File: src/ccr_pkg.sv
package ccr_pkg;
	// Register indexes; each register owns one word at four times its index.
	localparam logic [11:0] CCR_OPTION_IDX = 12'h200;
	localparam logic [11:0] CCR_STATUS_IDX = 12'h202;
	localparam logic [11:0] CCR_PINREP_IDX = 12'h204;
	localparam logic [11:0] CCR_SOCKET_IDX = 12'h206;
	// Extra control and status word for the signals the card register map lacks.
	localparam logic [11:0] CCR_CTRL_IDX = 12'h208;
	// Byte addresses on the AHB-Lite register port, so no two registers share a word.
	localparam logic [11:0] CCR_OPTION_ADDR = {CCR_OPTION_IDX[9:0], 2'b00};
	localparam logic [11:0] CCR_STATUS_ADDR = {CCR_STATUS_IDX[9:0], 2'b00};
	localparam logic [11:0] CCR_PINREP_ADDR = {CCR_PINREP_IDX[9:0], 2'b00};
	localparam logic [11:0] CCR_SOCKET_ADDR = {CCR_SOCKET_IDX[9:0], 2'b00};
	localparam logic [11:0] CCR_CTRL_ADDR = {CCR_CTRL_IDX[9:0], 2'b00};
	// Reset values.
	localparam logic [7:0] CCR_OPTION_RST = 8'h00;
	localparam logic [7:0] CCR_STATUS_RST = 8'h00;
	localparam logic [7:0] CCR_PINREP_RST = 8'h0C;
	localparam logic [7:0] CCR_SOCKET_RST = 8'h00;
	// Field positions.
	localparam int CCR_SOFT_RESET_BIT_POS = 7;
	localparam int CCR_LEVIRQ_POS = 6;
	localparam int CCR_CHG_POS = 7;
	localparam int CCR_SIGEN_POS = 6;
	localparam int CCR_IO8_POS = 5;
	localparam int CCR_PWD_POS = 2;
	localparam int CCR_INTERRUPT_PENDING_FLAG_POS = 1;
	localparam int CCR_CRDY_POS = 5;
	localparam int CCR_RRDY_POS = 1;
	localparam int CCR_COPY_POS = 4;
	// Writable mask for the status register; fixed read-one bits of the pin replacement register.
	localparam logic [7:0] CCR_STATUS_WMASK = 8'h64;
	localparam logic [7:0] CCR_PINREP_FIXED = 8'h0C;
	// Card mode field encodings.
	localparam logic [5:0] CCR_MODE_MEM = 6'h00;
	localparam logic [5:0] CCR_MODE_CONTIG = 6'h01;
	localparam logic [5:0] CCR_MODE_PRIMARY = 6'h02;
	localparam logic [5:0] CCR_MODE_SECOND = 6'h03;
	// Power state transition time and derived cycle count at 100 MHz.
	localparam int CCR_CLK_MHZ = 100;
	localparam int CCR_PWR_SETTLE_NS = 1000;
	localparam int CCR_PWR_SETTLE_CYC = (CCR_PWR_SETTLE_NS * CCR_CLK_MHZ + 999) / 1000;
	// Internal initialization after a card hard reset.
	localparam int CCR_INIT_NS = 2000;
	localparam int CCR_INIT_CYC = (CCR_INIT_NS * CCR_CLK_MHZ + 999) / 1000;
	// Interrupt pulse width in pulse mode.
	localparam int CCR_IRQ_PULSE_CYC = 4;
	typedef enum logic [1:0] {
		CCR_PS_ACTIVE = 2'b00,
		CCR_PS_ENTER = 2'b01,
		CCR_PS_SLEEP = 2'b11,
		CCR_PS_LEAVE = 2'b10
	} ccr_pwr_t;
endpackage

File: src/ccr_regs.sv
// The implementer's own choice: register access over AHB-Lite.
`timescale 1ns/10ps
module ccr_regs
	import ccr_pkg::*;
#(
	parameter int PWR_SETTLE_CYC = CCR_PWR_SETTLE_CYC,
	parameter int INIT_CYC = CCR_INIT_CYC
) (
	// Clock and reset.
	input wire logic hclk,
	input wire logic hresetn,
	// AHB-Lite slave.
	input wire logic hsel,
	input wire logic [11:0] haddr,
	input wire logic [1:0] htrans,
	input wire logic hwrite,
	input wire logic [2:0] hsize,
	input wire logic [31:0] hwdata,
	input wire logic hready,
	output logic [31:0] hrdata,
	output logic hreadyout,
	output logic hresp,
	// Card core.
	input wire logic true_ide_mode,
	input wire logic int_request,
	input wire logic interrupt_enable_control,
	input wire logic [11:0] task_addr,
	input wire logic task_io_cycle,
	// Card pins and core controls.
	output logic card_reset,
	output logic init_busy,
	output logic status_change_pin_n,
	output logic interrupt_request_pin_n,
	output logic ready_pin,
	output logic task_hit,
	output logic sleep_mode,
	output logic copy_number,
	output logic [5:0] card_mode
);
	import ccr_pkg::*;

	logic [7:0] option;
	logic status_change_enable;
	logic eight_bit_io_only;
	logic power_down_request;
	logic ready_change_latch;
	logic copy_number_bit;
	logic wr_pend;
	logic [11:0] wr_addr;
	logic rd_pend;
	logic [11:0] rd_addr;
	logic core_rst;
	logic [15:0] init_cnt;
	logic [15:0] pwr_cnt;
	ccr_pwr_t pwr_state;
	logic ready_prev;
	logic int_prev;
	logic [2:0] pulse_cnt;
	logic interrupt_pending_flag;
	logic io_mode;
	logic soft_reset_bit;

	assign soft_reset_bit = option[CCR_SOFT_RESET_BIT_POS];
	assign card_mode = option[5:0];
	assign io_mode = card_mode != CCR_MODE_MEM;
	assign copy_number = copy_number_bit;
	assign hreadyout = 1'b1;
	assign hresp = 1'b0;

	// Bus address phase capture; registers vanish while in true IDE mode.
	wire addr_ok = hsel && hready && htrans[1] && !true_ide_mode;
	always_ff @(posedge hclk or negedge hresetn) begin
		if (!hresetn) begin
			wr_pend <= 1'b0;
			rd_pend <= 1'b0;
			wr_addr <= 12'h000;
			rd_addr <= 12'h000;
		end else begin
			wr_pend <= addr_ok && hwrite;
			rd_pend <= addr_ok && !hwrite;
			wr_addr <= haddr;
			rd_addr <= haddr;
		end
	end

	function automatic logic hit(input logic [11:0] a, input logic [11:0] r);
		hit = a[11:2] == r[11:2];
	endfunction

	wire w_opt = wr_pend && hit(wr_addr, CCR_OPTION_ADDR);
	wire w_sts = wr_pend && hit(wr_addr, CCR_STATUS_ADDR);
	wire w_pin = wr_pend && hit(wr_addr, CCR_PINREP_ADDR);
	wire w_sck = wr_pend && hit(wr_addr, CCR_SOCKET_ADDR);

	// Card hard reset: held while the soft reset bit stays set.
	assign core_rst = soft_reset_bit;
	assign card_reset = core_rst;

	// Option register; the mode field is cleared by a reset in every cycle without a host write to the option register.
	always_ff @(posedge hclk or negedge hresetn) begin
		if (!hresetn) begin
			option <= CCR_OPTION_RST;
		end else if (w_opt) begin
			option <= hwdata[7:0];
		end else if (core_rst) begin
			option[5:0] <= CCR_MODE_MEM;
		end
	end

	// Status and socket fields; cleared by a card hard reset too.
	always_ff @(posedge hclk or negedge hresetn) begin
		if (!hresetn) begin
			status_change_enable <= 1'b0;
			eight_bit_io_only <= 1'b0;
			power_down_request <= 1'b0;
			copy_number_bit <= 1'b0;
		end else if (core_rst) begin
			status_change_enable <= 1'b0;
			eight_bit_io_only <= 1'b0;
			power_down_request <= 1'b0;
			copy_number_bit <= 1'b0;
		end else begin
			if (w_sts) begin
				status_change_enable <= hwdata[CCR_SIGEN_POS];
				eight_bit_io_only <= hwdata[CCR_IO8_POS];
				power_down_request <= hwdata[CCR_PWD_POS];
			end
			if (w_sck) begin
				copy_number_bit <= hwdata[CCR_COPY_POS];
			end
		end
	end

	// Internal initialization timer after any card hard reset.
	always_ff @(posedge hclk or negedge hresetn) begin
		if (!hresetn) begin
			init_cnt <= 16'(INIT_CYC);
		end else if (core_rst) begin
			init_cnt <= 16'(INIT_CYC);
		end else if (init_cnt != 16'h0000) begin
			init_cnt <= init_cnt - 16'h0001;
		end
	end
	assign init_busy = init_cnt != 16'h0000;

	// Power state walk; ready drops on every change of the request.
	always_ff @(posedge hclk or negedge hresetn) begin
		if (!hresetn) begin
			pwr_state <= CCR_PS_ACTIVE;
			pwr_cnt <= 16'h0000;
		end else begin
			case (pwr_state)
				CCR_PS_ACTIVE: begin
					if (power_down_request) begin
						pwr_state <= CCR_PS_ENTER;
						pwr_cnt <= 16'(PWR_SETTLE_CYC);
					end
				end
				CCR_PS_ENTER: begin
					if (!power_down_request) begin
						pwr_state <= CCR_PS_LEAVE;
						pwr_cnt <= 16'(PWR_SETTLE_CYC);
					end else if (pwr_cnt <= 16'h0001) begin
						pwr_state <= CCR_PS_SLEEP;
					end else begin
						pwr_cnt <= pwr_cnt - 16'h0001;
					end
				end
				CCR_PS_SLEEP: begin
					if (!power_down_request) begin
						pwr_state <= CCR_PS_LEAVE;
						pwr_cnt <= 16'(PWR_SETTLE_CYC);
					end
				end
				CCR_PS_LEAVE: begin
					if (power_down_request) begin
						pwr_state <= CCR_PS_ENTER;
						pwr_cnt <= 16'(PWR_SETTLE_CYC);
					end else if (pwr_cnt <= 16'h0001) begin
						pwr_state <= CCR_PS_ACTIVE;
					end else begin
						pwr_cnt <= pwr_cnt - 16'h0001;
					end
				end
				default: begin
					pwr_state <= CCR_PS_ACTIVE;
				end
			endcase
		end
	end
	assign sleep_mode = pwr_state == CCR_PS_SLEEP;
	// Ready also waits for initialization; a pending request change counts as busy.
	wire pwr_settled = (pwr_state == CCR_PS_ACTIVE && !power_down_request)
		|| (pwr_state == CCR_PS_SLEEP && power_down_request);
	assign ready_pin = pwr_settled && !init_busy && !core_rst;

	// Ready-change latch: a hardware set wins over a host clear.
	wire ready_changed = ready_pin != ready_prev;
	always_ff @(posedge hclk or negedge hresetn) begin
		if (!hresetn) begin
			ready_prev <= 1'b0;
			ready_change_latch <= 1'b0;
		end else begin
			ready_prev <= ready_pin;
			if (ready_changed) begin
				ready_change_latch <= 1'b1;
			end else if (w_pin && hwdata[CCR_RRDY_POS]) begin
				ready_change_latch <= hwdata[CCR_CRDY_POS];
			end
		end
	end

	// Status change pin, open drain style active low.
	assign status_change_pin_n = !(io_mode && status_change_enable && ready_change_latch);

	// Interrupt flag and request pin.
	assign interrupt_pending_flag = int_request && interrupt_enable_control;
	always_ff @(posedge hclk or negedge hresetn) begin
		if (!hresetn) begin
			int_prev <= 1'b0;
			pulse_cnt <= 3'h0;
		end else begin
			int_prev <= interrupt_pending_flag;
			if (interrupt_pending_flag && !int_prev) begin
				pulse_cnt <= 3'(CCR_IRQ_PULSE_CYC);
			end else if (pulse_cnt != 3'h0) begin
				pulse_cnt <= pulse_cnt - 3'h1;
			end
		end
	end
	wire irq_level = option[CCR_LEVIRQ_POS] ? interrupt_pending_flag : (pulse_cnt != 3'h0);
	assign interrupt_request_pin_n = !(io_mode && irq_level);

	// Task file decode for the selected mapping.
	always_comb begin
		task_hit = 1'b0;
		case (card_mode)
			CCR_MODE_MEM: begin
				task_hit = !task_io_cycle && (task_addr[11:4] == 8'h00
					|| task_addr[11:10] == 2'b01);
			end
			CCR_MODE_CONTIG: begin
				task_hit = task_io_cycle;
			end
			CCR_MODE_PRIMARY: begin
				task_hit = task_io_cycle && (task_addr[11:3] == 9'h03E
					|| task_addr[11:1] == 11'h1FB);
			end
			CCR_MODE_SECOND: begin
				task_hit = task_io_cycle && (task_addr[11:3] == 9'h02E
					|| task_addr[11:1] == 11'h1BB);
			end
			default: begin
				task_hit = 1'b0;
			end
		endcase
	end

	// Read data; fixed bits read fixed values, unmapped reads give zero.
	logic [7:0] rd_byte;
	always_comb begin
		rd_byte = 8'h00;
		if (hit(rd_addr, CCR_OPTION_ADDR)) begin
			rd_byte = option;
		end else if (hit(rd_addr, CCR_STATUS_ADDR)) begin
			rd_byte[CCR_CHG_POS] = ready_change_latch;
			rd_byte[CCR_SIGEN_POS] = status_change_enable;
			rd_byte[CCR_IO8_POS] = eight_bit_io_only;
			rd_byte[CCR_PWD_POS] = power_down_request;
			rd_byte[CCR_INTERRUPT_PENDING_FLAG_POS] = interrupt_pending_flag;
		end else if (hit(rd_addr, CCR_PINREP_ADDR)) begin
			rd_byte = CCR_PINREP_FIXED;
			rd_byte[CCR_CRDY_POS] = ready_change_latch;
			rd_byte[CCR_RRDY_POS] = ready_pin;
		end else if (hit(rd_addr, CCR_SOCKET_ADDR)) begin
			rd_byte[CCR_COPY_POS] = copy_number_bit;
		end else if (hit(rd_addr, CCR_CTRL_ADDR)) begin
			rd_byte = {4'h0, sleep_mode, init_busy, core_rst, ready_pin};
		end
	end
	assign hrdata = rd_pend ? {24'h000000, rd_byte} : 32'h00000000;
endmodule

File: config.mk
export PLATFORM = sky130hd
export DESIGN_NAME = ccr_regs
export DESIGN_NICKNAME = d
export VERILOG_FILES = /design/src/ccr_pkg.sv /design/src/ccr_regs.sv
export SDC_FILE = /design/constraint.sdc
export NUM_CORES = 1
export LEC_CHECK = 0
export ABC_AREA = 0
export BUFFER_PORTS_ARGS = -buffer_cell sky130_fd_sc_hd__buf_2
export CAP_MARGIN = 20
export CORE_ASPECT_RATIO = 0.8
export CORE_MARGIN = 2
export CORE_UTILIZATION = 50
export CTS_BUF_LIST = sky130_fd_sc_hd__clkbuf_4
export DETAILED_ROUTE_END_ITERATION = 10
export PLACE_DENSITY = 0.79
export SLEW_MARGIN = 25
export SYNTH_ARGS = -nofsm -noshare
export SYNTH_HDL_FRONTEND = slang
export SYNTH_SLANG_ARGS = --single-unit
File: constraint.sdc
create_clock -name hclk -period 6.6 [get_ports hclk]
set_input_delay 0 -clock hclk [delete_from_list [all_inputs] [get_ports hclk]]
set_output_delay 0 -clock hclk [all_outputs]
set_load 0.01 [all_outputs]
==> run_results.csv <==
group,metric,value,unit
pwr,power-per-cell-area,312,nW/um^2
place,gp_congestion,0.812,
detailed_routing,first_pass_iters,4,
clocking,cts_setup_buffers,0,
timing,final_hold_viol_count,0,
layout,drive_gt1_frac,0.192,
critical_path,worstPathCellList,"inv_1 -> ha_1 -> nor4b_1 -> nand3_1 -> nor4_4 -> mux2i_1 -> nor4_1 -> buf_2",
synthesis,yosys_warnings,0,
synthesis,ys_types,52,
pwr,intPower,0.000815,W
pwr,netSwitchingFraction,0.387,
detailed_routing,antenna_left,0,
place,io_buffers,60,
layout,final_area,4260,um^2
layout,final_cells,561,
pwr,pwr-share-comb,0.379,
critical_path,worstPathArrival,2.88,ns
layout,fin_nets,550,
clocking,cts_buffers,9,
synthesis,yosysTopAreaCell,"dfrtp_1",
synthesis,synth_area_leaders,"dfrtp_1 (42%), buf_4 (6.6%), nor2_1 (5.1%), mux2i_1 (3.8%), ha_1 (3.8%)",
floorplanning,die_area,8010,um^2
global_routing,met3_usage,0.0548,
place,placed_area,3890,um^2
critical_path,critPathMaxFanout,8,
timing,worst_pin_slew,0.804,ns
clocking,tritoncts,"built",
clocking,root_buffer,"clkbuf_4",
critical_path,end_kind,"output port",
clocking,numClockSinks,64,
detailed_routing,drtIter0Drc,199,
detailed_routing,avgRoutedWirePerCell,14.2,um
critical_path,crit_family,"simple AND/OR/NAND/NOR gates",
global_routing,met1_usage,0.278,
layout,antenna_cells,0,
timing,finalSetupTns,0,ns
place,placed_cells,520,
floorplanning,pin_count,118,
synthesis,ys_ff_latch,64,
pwr,p_clk_frac,0.186,
clocking,cts_resized,0,
critical_path,worstPathRequired,6.60,ns
detailed_routing,wirelength,7970,um
timing,finalClockSkew,0.0174,ns
clocking,clock_latency,0.40,ns
critical_path,path_class,"flop to output port",
pwr,p_switching,0.000515,W
min_path,min_path_type,"primary input to flop",
timing,max_freq,0.347,GHz
synthesis,synthCells,390,
clocking,cts-htree-levels,3,
timing,final-setup-viol-count,0,
critical_path,slowest_delay,0.46,ns
global_routing,grt_overflow,0,
synthesis,synth_most_common_cell,"dfrtp_1",
floorplanning,die_w,99.6,um
synthesis,yosysTopAreaCellShare,0.418,
global_routing,first_global_vias,2821,
global_routing,top_usage_layer,"met2",
timing,slew_viol_final,0,
clocking,ctsHoldBuffers,25,
synthesis,yosysSeqAreaShare,0.439,
clocking,clockBufferDepth,2,
global_routing,grt_usage,0.208,
synthesis,syn_area,3650,um^2
synthesis,synth-edff-count,0,
synthesis,synthArstFlopShare,1.00,
critical_path,start_kind,"flop",
pwr,seqPwrFrac,0.435,
timing,period_share,0.437,
layout,syn2layout_area_growth,16.6,%
detailed_routing,drc,0,
global_routing,gr-usage-met2,0.336,
floorplanning,die_h,80.5,um
timing,slew-limit-headroom,0.464,
synthesis,ys_top_cells_by_count,"dfrtp_1 (61), nor2_1 (50), buf_4 (32), nand2_1 (23), o21ai_0 (20)",
run_status,status,"completed",
floorplanning,start_util,0.523,
critical_path,crit_buf_inv,2,
global_routing,grt_pass1_wl,12900,um
detailed_routing,viasPerCell,5.36,
floorplanning,core,6990,um^2
timing,rsz0062_at_grt,"no",
pwr,leakagePower,1.98,nW
global_routing,grt_max_degree,65,
clocking,clk_pin_slew,0.10,ns
floorplanning,fp-row-count,27,
global_routing,antenna_found_initial,0,
synthesis,syn_avg_cell_area,9.37,um^2
detailed_routing,vias,3009,
critical_path,crit_slowest_cell,"nor4b_1",
pwr,worst_ir_drop_vdd,0.181,mV
pwr,total_power,0.00133,W
job,timing.max_cap.violations,0,
timing,fin_crit,2.88,ns
place,hpwl,5610,um
synthesis,synth_ff_type,"dfrtp_1",
[worst register-to-register path: cells and delay by family (launching register included)]
| family | cells | cell delay, ns |
|---|---|---|
| adder cells (fa/ha/maj) | 1 | 0.17 |
| buffers and inverters | 1 | 0.13 |
| AND/OR/NAND/NOR | 4 | 1.29 |
| flip-flops | 1 | 0.41 |
| AO/OA/AOI/OAI | 1 | 0.31 |
[sequential cells by signal (all words and copies together) (netlist names)]
signal	cells
init_cnt	16
pwr_cnt	16
rd_addr	10
option	8
pulse_cnt	3
pwr_state	2
copy_number	1
eight_bit_io_only	1
int_prev	1
power_down_request	1
rd_pend	1
ready_change_latch	1
ready_prev	1
status_change_enable	1
wr_pend	1
[routing by layer]
layer | up-vias | part of all wire
met1 | 1411 | 0.46
li1 | 1474 | -
met2 | 116 | 0.47
met5 | - | 0
met4 | 0 | 0.013
met3 | 8 | 0.062
[power groups by stage]
stage | registers (W) | clock network [W] | logic [W]
global route | 0.000594 | 0.000274 | 0.000565
CTS | 0.000576 | 0.000259 | 0.000503
floorplan | 0.000561 | 0 | 0.000395
detailed placement | 0.000582 | 0 | 0.000490
finish | 0.000579 | 0.000247 | 0.000504
global placement | 0.000578 | 0 | 0.000469
[final cells by class]
cell class	instances	area, um^2
clock buffers	10	75.1
clock inverters	6	50.0
fillers	582	2730
inverters	13	48.8
multi-input cells	292	1790
flip-flops and latches	64	1610
well taps	87	109
repair buffers	89	581
[worst paths after layout]
kind                        startpoint  depth (start not counted)                 end  slack (ns)
max                        init_cnt[0]                          8           hrdata[0]        3.72
min                        int_request                          4        pulse_cnt[0]        0.11
max reg2reg                init_cnt[0]                          7         init_cnt[6]        4.23
min reg2reg                 ready_prev                          2  ready_change_latch        0.51
max in group asynchronous      hresetn                          3          rd_addr[4]        5.75
min in group asynchronous      hresetn                          3          pwr_cnt[0]        0.29
[layout by cell type, fill, tap and decap left out, types with 2 or more instances in the layout]
master         count
a31oi_1            2
buf_4              4
or4_1              4
mux2i_1           14
and3_1             2
conb_1            26
nand2_1           23
xor2_1            10
ha_1              11
a21oi_1           17
buf_2             60
o311ai_0           2
nor2_1            50
nand4b_1           2
nor4_1            10
clkinv_1           4
nor3_1            16
xnor2_1           11
dlygate4sd3_1     25
dfstp_2            3
nand2b_1           7
nor4b_1            4
inv_1             13
or3_1              6
o31ai_1            4
dfrtp_1           61
a211oi_1           7
o21ai_0           20
mux2_2             3
nand3_1            9
clkbuf_4          10
nand4_1            7
nor2b_1            2
and4_1             2
a21boi_0           3
[kinds of logic (layout without fill, tap and decap cells)]
family	after synthesis	in the layout	share of synthesized area
fa+ha+maj	11	11	0.0377
xor+xnor	21	21	0.0503
simple gates	153	153	0.218
compound gates	64	64	0.110
flops	64	64	0.439
other cells	2	26	0.00205
buf+inv	58	118	0.0948
mux	17	17	0.0476
[through the flow]
stage,hold slack [ns],util,setup slack [ns]
after floorplan,-0.296,-,4.44
after global placement,0.109,0.556,4.19
after detailed placement,0.110,0.556,4.15
after CTS,0.101,0.609,3.67
after global routing,0.109,0.609,3.41
final,0.111,0.609,3.72
No activity file was read; power rests on OpenSTA's default activity.
